## src/core/slg_consts.svh

```systemverilog
// Contract
// - Lead mantissa is four fraction bits under an implied one, bit 17 highest.
// - Lead exponent E scales by two to the minus (32 minus E); the code scales by two to the minus (16 minus E).
// - Lag mantissa decodes like the lead mantissa, bit 8 highest.
// - Lag exponent decodes like the lead exponent, bit 4 highest; the code scales by two to the minus (8 minus E).
// - Track gain register has the same field layout at its own address.
// - Lag init write loads the accumulator at the next compute cycle start.
// - A readable status shows when the pending lag load has completed.
// - Holding word goes to the upper 32 bits; the low 8 bits clear.
// - At slow rates the load may wait up to one symbol period.
// - Each loop filter output takes eight clock cycles to compute.
// - Lag accumulator is 40 bits, clamped to limits with low bits cleared.
`ifndef SLG_CONSTS_SVH
`define SLG_CONSTS_SVH

`define SLG_ADDR_GAIN_ACQ 8'h11
`define SLG_ADDR_GAIN_TRK 8'h12
`define SLG_ADDR_LAG_INIT 8'h13

`define SLG_GAIN_FIELD_MSB 17
`define SLG_GAIN_RESET 18'h00000
`define SLG_HOLD_RESET 8'h00

`define SLG_COMPUTE_CYCLES 8
`define SLG_LAG_WIDTH 40
`define SLG_LAG_FRAC_BITS 8
`define SLG_SUM_WIDTH 48
`define SLG_LEAD_FRAC_SHIFT 20
`define SLG_LAG_FRAC_SHIFT 12

`endif

```

## src/core/slg_pkg.sv

```systemverilog
`default_nettype none
package slg_pkg;

  // Gain register bits 17 down to 0.
  typedef struct packed
  {
    logic [3:0] lead_mant;
    logic [4:0] lead_exp;
    logic [3:0] lag_mant;
    logic [4:0] lag_exp;
  } slg_gain_type;

  typedef struct packed
  {
    logic valid;
    logic signed [15:0] value;
  } slg_err_type;

  typedef struct packed
  {
    logic signed [31:0] upper;
    logic signed [31:0] lower;
  } slg_limit_type;

  typedef enum logic [0:0]
  {
    SLG_IDLE = 1'b0,
    SLG_CALC = 1'b1
  } slg_state_type;

endpackage
`default_nettype wire

```

## src/core/slg_symbol_loop.sv

```systemverilog
`timescale 1ns/1ps
`default_nettype none
`include "slg_consts.svh"
module slg_symbol_loop
(
  input wire logic i_core_clk,
  input wire logic i_rst,
  input wire logic i_hold_wr,
  input wire logic [1:0] i_hold_idx,
  input wire logic [7:0] i_hold_byte,
  input wire logic i_dest_wr,
  input wire logic [7:0] i_dest_addr,
  input wire logic i_track_mode,
  input wire slg_pkg::slg_err_type i_err,
  input wire slg_pkg::slg_limit_type i_limit,
  output logic [31:0] o_acq_gain_reg,
  output logic [31:0] o_trk_gain_reg,
  output logic o_lag_load_pending,
  output logic o_lag_load_done,
  output logic o_calc_busy,
  output logic [`SLG_LAG_WIDTH-1:0] o_lag_acc,
  output logic [31:0] o_nco_word,
  output logic o_nco_valid
);
  import slg_pkg::*;

  logic [7:0] hold_reg [4];
  logic [7:0] hold_next [4];
  slg_gain_type acq_reg;
  slg_gain_type acq_next;
  slg_gain_type trk_reg;
  slg_gain_type trk_next;
  logic pending_reg;
  logic pending_next;
  logic done_reg;
  logic done_next;
  logic [31:0] hold_word;
  logic lag_req;

  slg_state_type state_reg;
  slg_state_type state_next;
  logic [2:0] cnt_reg;
  logic [2:0] cnt_next;
  logic signed [15:0] err_reg;
  logic signed [15:0] err_next;
  slg_gain_type gain_act_reg;
  slg_gain_type gain_act_next;
  logic [`SLG_LAG_WIDTH-1:0] lag_reg;
  logic [`SLG_LAG_WIDTH-1:0] lag_next;
  logic [31:0] nco_reg;
  logic [31:0] nco_next;
  logic nco_valid_reg;
  logic nco_valid_next;
  logic calc_start;
  logic signed [`SLG_SUM_WIDTH-1:0] lead_term;
  logic signed [`SLG_SUM_WIDTH-1:0] lag_term;
  logic signed [`SLG_SUM_WIDTH-1:0] lag_sum;
  logic [`SLG_LAG_WIDTH-1:0] lag_new;

  localparam logic [2:0] LAST_CNT = 3'(`SLG_COMPUTE_CYCLES - 1);

  // Clamps the running sum to the programmed limits, clearing the fraction bits only when it clamps.
  function automatic logic [`SLG_LAG_WIDTH-1:0] lag_clamp(
    input logic signed [`SLG_SUM_WIDTH-1:0] sum,
    input slg_limit_type lim);
    logic signed [`SLG_SUM_WIDTH-9:0] top;
    top = sum[`SLG_SUM_WIDTH-1:`SLG_LAG_FRAC_BITS];
    if (top > 40'(lim.upper))
    begin
      lag_clamp = {lim.upper, 8'h00};
    end
    else if (top < 40'(lim.lower))
    begin
      lag_clamp = {lim.lower, 8'h00};
    end
    else
    begin
      lag_clamp = sum[`SLG_LAG_WIDTH-1:0];
    end
  endfunction

  slg_gain_scale
  #(
    .ERR_W(16),
    .OUT_W(`SLG_SUM_WIDTH),
    .FRAC_SHIFT(`SLG_LEAD_FRAC_SHIFT)
  )
  u_lead_scale
  (
    .i_err(err_reg),
    .i_mant(gain_act_reg.lead_mant),
    .i_exp(gain_act_reg.lead_exp),
    .o_term(lead_term)
  );

  slg_gain_scale
  #(
    .ERR_W(16),
    .OUT_W(`SLG_SUM_WIDTH),
    .FRAC_SHIFT(`SLG_LAG_FRAC_SHIFT)
  )
  u_lag_scale
  (
    .i_err(err_reg),
    .i_mant(gain_act_reg.lag_mant),
    .i_exp(gain_act_reg.lag_exp),
    .o_term(lag_term)
  );

  assign hold_word = {hold_reg[3], hold_reg[2], hold_reg[1], hold_reg[0]};
  assign calc_start = (state_reg == SLG_IDLE) && i_err.valid;

  // Holding registers, gain registers and the lag load request.
  always_comb
  begin
    hold_next = hold_reg;
    acq_next = acq_reg;
    trk_next = trk_reg;
    pending_next = pending_reg;
    done_next = done_reg;
    lag_req = 1'b0;
    if (i_hold_wr)
    begin
      hold_next[i_hold_idx] = i_hold_byte;
    end
    if (i_dest_wr)
    begin
      case (i_dest_addr)
        // Only bits 17 to 0 are kept; the rest are dropped.
        `SLG_ADDR_GAIN_ACQ: acq_next = hold_word[`SLG_GAIN_FIELD_MSB:0];
        `SLG_ADDR_GAIN_TRK: trk_next = hold_word[`SLG_GAIN_FIELD_MSB:0];
        `SLG_ADDR_LAG_INIT: lag_req = 1'b1;
        default: lag_req = 1'b0;
      endcase
    end
    if (lag_req)
    begin
      pending_next = 1'b1;
      done_next = 1'b0;
    end
    // The load completing wins over a clear in the same cycle.
    if (calc_start && pending_reg)
    begin
      pending_next = lag_req;
      done_next = 1'b1;
    end
  end

  always_ff @(posedge i_core_clk or posedge i_rst)
  begin
    if (i_rst)
    begin
      hold_reg <= '{default: `SLG_HOLD_RESET};
      acq_reg <= `SLG_GAIN_RESET;
      trk_reg <= `SLG_GAIN_RESET;
      pending_reg <= 1'b0;
      done_reg <= 1'b0;
    end
    else
    begin
      hold_reg <= hold_next;
      acq_reg <= acq_next;
      trk_reg <= trk_next;
      pending_reg <= pending_next;
      done_reg <= done_next;
    end
  end

  // Loop filter compute cycle.
  always_comb
  begin
    state_next = state_reg;
    cnt_next = cnt_reg;
    err_next = err_reg;
    gain_act_next = gain_act_reg;
    lag_next = lag_reg;
    nco_next = nco_reg;
    nco_valid_next = 1'b0;
    lag_sum = $signed({{8{lag_reg[`SLG_LAG_WIDTH-1]}}, lag_reg}) + lag_term;
    lag_new = lag_clamp(lag_sum, i_limit);
    case (state_reg)
      SLG_IDLE:
      begin
        if (i_err.valid)
        begin
          state_next = SLG_CALC;
          cnt_next = 3'h0;
          err_next = i_err.value;
          gain_act_next = i_track_mode ? trk_reg : acq_reg;
          if (pending_reg)
          begin
            // For the lag load, holding registers are sampled only here, at the cycle start.
            lag_next = {hold_word, 8'h00};
          end
        end
      end
      SLG_CALC:
      begin
        cnt_next = cnt_reg + 3'h1;
        if (cnt_reg == LAST_CNT)
        begin
          state_next = SLG_IDLE;
          lag_next = lag_new;
          nco_next = lag_new[`SLG_LAG_WIDTH-1:`SLG_LAG_FRAC_BITS] + lead_term[31:0];
          nco_valid_next = 1'b1;
        end
      end
      default:
      begin
        state_next = SLG_IDLE;
      end
    endcase
  end

  always_ff @(posedge i_core_clk or posedge i_rst)
  begin
    if (i_rst)
    begin
      state_reg <= SLG_IDLE;
      cnt_reg <= 3'h0;
      err_reg <= 16'sh0000;
      gain_act_reg <= `SLG_GAIN_RESET;
      lag_reg <= 40'h00_0000_0000;
      nco_reg <= 32'h0000_0000;
      nco_valid_reg <= 1'b0;
    end
    else
    begin
      state_reg <= state_next;
      cnt_reg <= cnt_next;
      err_reg <= err_next;
      gain_act_reg <= gain_act_next;
      lag_reg <= lag_next;
      nco_reg <= nco_next;
      nco_valid_reg <= nco_valid_next;
    end
  end

  assign o_acq_gain_reg = {14'h0000, acq_reg};
  assign o_trk_gain_reg = {14'h0000, trk_reg};
  assign o_lag_load_pending = pending_reg;
  assign o_lag_load_done = done_reg;
  assign o_calc_busy = (state_reg == SLG_CALC);
  assign o_lag_acc = lag_reg;
  assign o_nco_word = nco_reg;
  assign o_nco_valid = nco_valid_reg;
endmodule // slg_symbol_loop
`default_nettype wire

```

## src/core/slg_gain_scale.sv

```systemverilog
`timescale 1ns/1ps
`default_nettype none
module slg_gain_scale
#(
  parameter int ERR_W = 16,
  parameter int OUT_W = 48,
  parameter int FRAC_SHIFT = 12
)
(
  input wire logic signed [ERR_W-1:0] i_err,
  input wire logic [3:0] i_mant,
  input wire logic [4:0] i_exp,
  output logic signed [OUT_W-1:0] o_term
);

  logic signed [ERR_W+5:0] prod;
  logic signed [OUT_W-1:0] prod_ext;
  logic [5:0] exp_ext;
  logic [5:0] frac_shift;

  always_comb
  begin
    // The mantissa is one point four fraction bits, so it is sixteen plus the field.
    prod = i_err * $signed({2'b01, i_mant});
    prod_ext = OUT_W'(prod);
    exp_ext = {1'b0, i_exp};
    frac_shift = 6'(FRAC_SHIFT);
    // The exponent moves the product by E minus the fixed fraction offset.
    if (exp_ext >= frac_shift)
    begin
      o_term = prod_ext <<< (exp_ext - frac_shift);
    end
    else
    begin
      o_term = prod_ext >>> (frac_shift - exp_ext);
    end
  end

endmodule // slg_gain_scale
`default_nettype wire

```

## config.mk

```make
export PLATFORM = sky130hd
export DESIGN_NAME = slg_symbol_loop
export DESIGN_NICKNAME = d
export VERILOG_FILES = /design/src/core/slg_pkg.sv /design/src/core/slg_symbol_loop.sv /design/src/core/slg_gain_scale.sv
export VERILOG_INCLUDE_DIRS = /design/src /design/src/core
export SDC_FILE = /design/constraint.sdc
export NUM_CORES = 1
export LEC_CHECK = 0
export BUFFER_PORTS_ARGS = -buffer_cell sky130_fd_sc_hd__clkbuf_2
export CAP_MARGIN = 20
export CORE_MARGIN = 10
export CORE_UTILIZATION = 55
export CTS_CLUSTER_DIAMETER = 60
export DETAILED_ROUTE_END_ITERATION = 10
export GPL_TIMING_DRIVEN = 1
export PLACE_DENSITY_LB_ADDON = 0.3
export SETUP_SLACK_MARGIN = 0.3
export SYNTH_ARGS = -nofsm -noshare
export SYNTH_HDL_FRONTEND = slang
export SYNTH_SLANG_ARGS = --single-unit
export TNS_END_PERCENT = 30
```

## constraint.sdc

```tcl
create_clock -name i_core_clk -period 17.9 [get_ports i_core_clk]
set_input_delay 1.79 -clock i_core_clk [delete_from_list [all_inputs] [get_ports i_core_clk]]
set_output_delay 1.79 -clock i_core_clk [all_outputs]
set_load 0.05 [all_outputs]
```

==> summary.md, run 1 <==
| Metric | Value |
|---|---|
| Sequential share of the synthesized area | `0.175` |
| Setup Skew | `0.0185 ns` |
| Core area | `46600 um2` |
| IO Count | `244` |
| Clock latency on the worst-skew pair | `0.51 ns` |
| WL final | `100000 um` |
| CTS tree | `built` |
| Hold path cells | `2` |
| Slew HR | `0.215` |
| H-tree depth | `4` |
| Vias | `26000` |
| Antenna diodes | `0` |
| CP most frequent cell | `o21ai_0` |
| Share of cells above drive strength 1 | `0.135` |
| Grt total ovfl | `0` |
| Area grow syn2layout | `7.93%` |
| Post-detail-place hpwl | `81200 um` |
| Final period utilization | `0.846` |
| Site row count | `79` |
| Most common cell after layout, fill and taps aside | `nand2_1` |
| Fillers | `4217` |
| DRC | `0` |
| Placed insts | `3945` |
| Status | `finished clean` |
| Cell Area, Synth | `25900 um2` |
| Hold Fails Final Rpt | `0` |
| Max Clk Rate | `66.0 MHz` |
| Worst Hold Class | `flop to flop` |
| Nets | `3812` |
| Startpoint class of the critical path | `flop` |
| Most used flip-flop cell after synthesis | `dfrtp_1` |
| Asr flop ratio synth | `1.00` |
| Reg clk slew, reported paths | `0.08 ns` |
| Initial drt markers | `2812` |
| Worst slack at placement | `3.17 ns` |
| CP max-delay cell | `dfrtp_1` |
| Final Max Slew Viols | `0` |
| Deepest clock path buffer count | `2` |
| Die Footprint | `56200 um2` |
| Synth cell types | `91` |
| Setup TNS Final | `0 ns` |
| Crit Path Max Fanout | `48` |
| Hold buffer count at CTS | `0` |
| Yosys reg bits | `181` |
| Resized cells post-CTS | `0` |
| YS warnings | `0` |
| Max-Cap Viols | `0` |
| Global-route wire length before repair | `151000 um` |
| Max reg flops | `40` |
| Clock root cell | `clkbuf_16` |
| Final GP Congestion | `1.11` |
| R2R depth | `53` |
| Total track usage | `0.345` |
| Inserted Clock Buffers | `17` |
| Endpoint class of the critical path | `flop` |
| Req. time, crit path | `18.29 ns` |
| Die Ht | `237 um` |
| Worst path max stage delay | `0.64 ns` |
| Antenna Nets Post-Route | `0` |
| Routed vias/inst | `6.54` |
| Setup Buffers After CTS | `0` |
| Router iterations before antenna repair | `6` |
| Starting Density | `0.556` |
| Avg Inst Size Synth | `7.94 um2` |
| RSZ-0062 raised after global routing | `false` |
| IO Port Bufs | `215` |
| Tightest Pin Transition | `1.17 ns` |
| Synth Instances | `3261` |
| Final cell count without fillers | `3981` |
| Die Width | `237 um` |
| Critical path type | `flop to flop` |
| Pin count of the biggest net entering global routing | `107` |
| CTS sink cnt | `181` |
| Worst path arrival time | `15.54 ns` |
| Per-cell routed wire length | `25.2 um` |
| Setup WS post-layout | `2.75 ns` |
| Post-synth EDFFs | `0` |
| Initial antenna violation count | `3` |
| Most frequent cells in the layout | `372 x nand2_1, 295 x a21oi_1, 246 x ha_1` |
| Final setup violation count | `0` |
| Post-route minimum period | `15.15 ns` |
| Vias in the first global route | `25000` |
worst max-delay path, delay by kind of cell, from the launching register on:
| kind | cells | cell delay [ns] |
|---|---|---|
| mux | 2 | 0.45 |
| fa+ha+maj | 8 | 3.02 |
| buf+inv | 4 | 0.66 |
| flops | 1 | 0.64 |
| simple gates | 13 | 3.55 |
| compound gates | 26 | 6.66 |
metrics by stage:
stage	area [um2]	utilization	hold slack, ns
4_1_cts	27900	0.599	0.480
5_1_grt	28000	0.600	0.510
3_5_place_dp	27300	0.585	0.462
3_3_place_gp	27200	0.585	0.455
2_1_floorplan	26000	-	0.468
6_report	28000	0.600	0.477
final cells by class:
class / count / area [um2] / share of cell area
clock buffer: 17 / 425 / 0.0152
multi-input combinational: 2675 / 19800 / 0.707
clock inverter: 14 / 186 / 0.00667
sequential: 181 / 4530 / 0.162
timing repair buffer: 253 / 1400 / 0.0502
tap: 607 / 759 / 0.0272
inverter: 234 / 886 / 0.0317
layer usage:
metal | wire length (um) | GRT usage
met4 | 5000 | 0.160
met5 | 23 | 0
met1 | 41500 | 0.455
met3 | 8450 | 0.0538
met2 | 45500 | 0.546
Yosys cell counts (11+ instances only):
library cell	n	area [um2]
buf_4	29	218
nand4_1	31	194
a21bo_2	11	110
fa_1	100	2000
a2111oi_0	11	96.3
nor2_1	235	882
nand3_1	59	295
nor3_1	38	190
a31oi_1	28	175
o21a_1	31	233
nand2b_1	18	113
xnor2_1	68	596
xor2_1	42	368
a211o_1	20	175
o31ai_1	15	113
buf_1	28	105
o211ai_1	45	338
a21o_1	86	646
dfrtp_1	181	4530
mux2i_1	113	1130
and3_1	33	206
a211oi_1	54	405
mux4_2	24	541
mux2_2	94	1060
a21oi_1	296	1480
o21ai_0	219	1100
nor2b_1	22	138
o21bai_1	12	90.1
o22ai_1	18	113
ha_1	246	3080
a221oi_1	13	114
o221ai_1	22	193
and2_1	105	657
inv_1	229	860
nand2_1	374	1400
clkbuf_1	133	499
cells by family after synthesis:
group	synth area share
DFF	0.175
muxes	0.106
AOI/OAI and AO/OA	0.241
xor gates and xnor gates	0.0372
buffers and inverters	0.0672
adders and majority gates	0.196
other	0.000145
and+or+nand+nor	0.177
path summary, 6_finish.rpt:
path,startpoint,endpoint,slack (ns)
min in group asynchronous,i_rst,o_acq_gain_reg[15],1.44
setup reg to reg,gain_act_reg[5],o_nco_word[30],2.75
hold reg to reg,o_nco_word[23],o_nco_word[23],0.48
hold / removal,o_nco_word[23],o_nco_word[23],0.48
max in group asynchronous,i_rst,o_nco_word[16],14.95
setup / recovery,gain_act_reg[5],o_nco_word[30],2.75
Power of run 1 is not shown: default switching activity piles up to over one toggle a cycle in this logic, so the estimate is an artifact.
==> inputs of run 2 (changes only) <==
Settings changed: ABC_AREA set to 1.
Clock period 17.9 ns to 14.75 ns, I/O delays scaled along.
==> run 2 against run 1 <==
Non-clock buffer count fell by 17. Sequential cell count is the same. Wire length down 6.7%. Core utilization fell by 0.42 points. First-iteration DRC count up 21%. Global-route usage decreased by 2.0 points. Worst hold slack gained 0.0088 ns. Critical endpoint is now o_nco_word[27].
==> summary.md, run 2 <==
| Metric | Value |
|---|---|
| Cell Area, Synth | `25800 um2 (-0.36%)` |
| Area occupied by multi-input gates | `18100 um2 (-8.2%)` |
| Most common cell after layout, fill and taps aside | `nand2_1` |
| Hold Fails Final Rpt | `0 (unchanged)` |
| Starting Density | `0.555 (-0.000836)` |
| Tightest Pin Transition | `0.992 ns (-0.178 ns)` |
| Most used flip-flop cell after synthesis | `dfrtp_1` |
| Deepest clock path buffer count | `2 (unchanged)` |
| Post-synth EDFFs | `0 (unchanged)` |
| Antenna Nets Post-Route | `0 (unchanged)` |
| Inserted Clock Buffers | `17 (unchanged)` |
| Share of cells above drive strength 1 | `0.0758 (-0.0587)` |
| Clock latency on the worst-skew pair | `0.51 ns (about the same)` |
| Final Max Slew Viols | `0 (unchanged)` |
| Most frequent cells after synthesis | `1212 x nand2_1, 620 x inv_1, 390 x o21ai_0, 296 x nand3_1, 246 x ha_1` |
| Max reg flops | `40 (unchanged)` |
| H-tree depth | `4 (unchanged)` |
| Routed vias/inst | `5.77 (-12%)` |
| Final setup violation count | `0 (unchanged)` |
| Post-detail-place hpwl | `77200 um (-5.0%)` |
| Setup Skew | `0.0174 ns (-0.00112 ns)` |
| Pin count of the biggest net entering global routing | `107 (unchanged)` |
| Fillers | `4653 (+10%)` |
| Grt total ovfl | `0 (unchanged)` |
| Final Util | `0.596 (-0.00416)` |
| Endpoint class of the critical path | `flop` |
| Slew HR | `0.339 (+0.124)` |
| Vias | `27900 (+7.3%)` |
| Core area | `46500 um2 (-0.21%)` |
| Worst Hold Class | `flop to flop` |
| CTS tree | `built` |
| Initial antenna violation count | `5 (+2)` |
| Final period utilization | `0.898 (+0.0518)` |
| Die Width | `237 um (-0.17%)` |
| Site row count | `79 (unchanged)` |
| Max-Cap Viols | `0 (unchanged)` |
| Global-route wire length before repair | `145000 um (-4.4%)` |
| IO Port Bufs | `215 (unchanged)` |
| Status | `finished clean` |
| Resized cells post-CTS | `0 (unchanged)` |
| Vias in the first global route | `25700 (+3.1%)` |
| Top post-synthesis cells by area | `nand2_1 18%, dfrtp_1 18%, ha_1 12%` |
| Req. time, crit path | `15.15 ns (-3.14 ns)` |
| Startpoint class of the critical path | `flop` |
| Most frequent cells in the layout | `1211 x nand2_1, 619 x inv_1, 390 x o21ai_0` |
| Setup TNS Final | `0 ns (unchanged)` |
| DRC | `0 (unchanged)` |
| Synth Instances | `4131 (+27%)` |
| Crit Path Max Fanout | `40 (-17%)` |
| Sequential share of the synthesized area | `0.176 (+0.000636)` |
| Die Ht | `237 um (-0.17%)` |
| Synth cell types | `58 (-36%)` |
| CP max-delay cell | `fa_1` |
| Post-route minimum period | `13.25 ns (-1.90 ns)` |
| Total track usage | `0.325 (-0.0198)` |
| Yosys top cell by area | `nand2_1` |
| Setup Buffers After CTS | `0 (unchanged)` |
| CP most frequent cell | `nand2_1` |
| Worst path max stage delay | `0.73 ns (+0.09 ns)` |
| WL final | `93800 um (-6.7%)` |
| Critical path type | `flop to flop` |
| Hold buffer count at CTS | `0 (unchanged)` |
| Worst slack at placement | `1.50 ns (-1.67 ns)` |
| Router iterations before antenna repair | `7 (+1)` |
| Per-cell routed wire length | `19.4 um (-23%)` |
| Final GP Congestion | `1.07 (-3.8%)` |
| Clock root cell | `clkbuf_16` |
| RSZ-0062 raised after global routing | `false` |
| Max Clk Rate | `75.5 MHz (+14%)` |
| Asr flop ratio synth | `1.00 (unchanged)` |
| Reg clk slew, reported paths | `0.08 ns (about the same)` |
| Setup WS post-layout | `1.50 ns (-1.25 ns)` |
| Nets | `4671 (+23%)` |
| Die Footprint | `56000 um2 (-0.33%)` |
| Avg Inst Size Synth | `6.25 um2 (-21%)` |
| Yosys reg bits | `181 (unchanged)` |
| Most frequent cell after synthesis | `nand2_1` |
| YS warnings | `0 (unchanged)` |
| IO Count | `244 (unchanged)` |
| Area share of the largest cell type after synthesis | `0.176 (+0.00141)` |
| Initial drt markers | `3407 (+21%)` |
| Worst path arrival time | `13.65 ns (-1.89 ns)` |
| Area grow syn2layout | `7.34%` |
| CTS sink cnt | `181 (unchanged)` |
| Sequential cell area | `4530 um2 (unchanged)` |
==> run 2: cell families (layout without fill, tap and decap cells) <==
kind of cell | after synthesis | in the layout | share of synthesized area
multiplexers | 1 | 1 | 0.000388
AO/OA/AOI/OAI | 855 | 855 | 0.182
adder cells (fa/ha/maj) | 346 | 346 | 0.197
other | 1 | 29 | 0.000145
AND/OR/NAND/NOR | 1841 | 1841 | 0.292
flip-flops | 181 | 181 | 0.176
XOR/XNOR | 78 | 78 | 0.0268
buffers and inverters | 828 | 904 | 0.126
==> run 2: final timing paths <==
check | startpoint | to | slack, ns | cells past startpoint
worst max-delay path | gain_act_reg[5] | o_nco_word[27] | 1.50 | 66
worst max register to register | gain_act_reg[5] | o_nco_word[27] | 1.50 | 66
max in group asynchronous | i_rst | hold_reg[13] | 12.05 | 3
worst min-delay path | o_nco_word[24] | o_nco_word[24] | 0.49 | 2
worst min register to register | o_nco_word[24] | o_nco_word[24] | 0.49 | 2
min in group asynchronous | i_rst | o_trk_gain_reg[11] | 1.12 | 2
==> run 2: final cells by class <==
cell class / count / share of cell area
multi-input cells: 3149 / 0.655
flip-flops and latches: 181 / 0.164
inverters: 636 / 0.0865
repair buffers: 236 / 0.0450
well taps: 607 / 0.0274
clock buffers: 17 / 0.0154
clock inverters: 15 / 0.00714
diodes: 1 / 0.0000903
==> run 2: routing by layer <==
layer	routed length, um	track usage	share of wire	vias up
li1	-	-	-	13500
met4	4400	0.141	0.047	8
met5	62	0	0.00066	-
met2	40700	0.505	0.43	1503
met3	9270	0.0609	0.099	260
met1	39300	0.435	0.42	12700
==> run 2: through the flow <==
step / instances / hold WS (ns) / area, um2
after global placement: 4807 / 0.463 / 27000
after floorplan: 4158 / 0.448 / 25900
final: 4842 / 0.486 / 27700
after detailed placement: 4807 / 0.468 / 27000
after CTS: 4839 / 0.487 / 27700
after global routing: 4841 / 0.505 / 27700
==> run 2: critical path: cells and delay by family, from the launching register on <==
family	cells	cell delay, ns
compound gates	13	2.50
fa+ha+maj	7	3.23
xor+xnor	2	0.60
buf+inv	9	1.08
flops	1	0.72
simple gates	35	4.96
Power of run 2 is left out for the same reason.
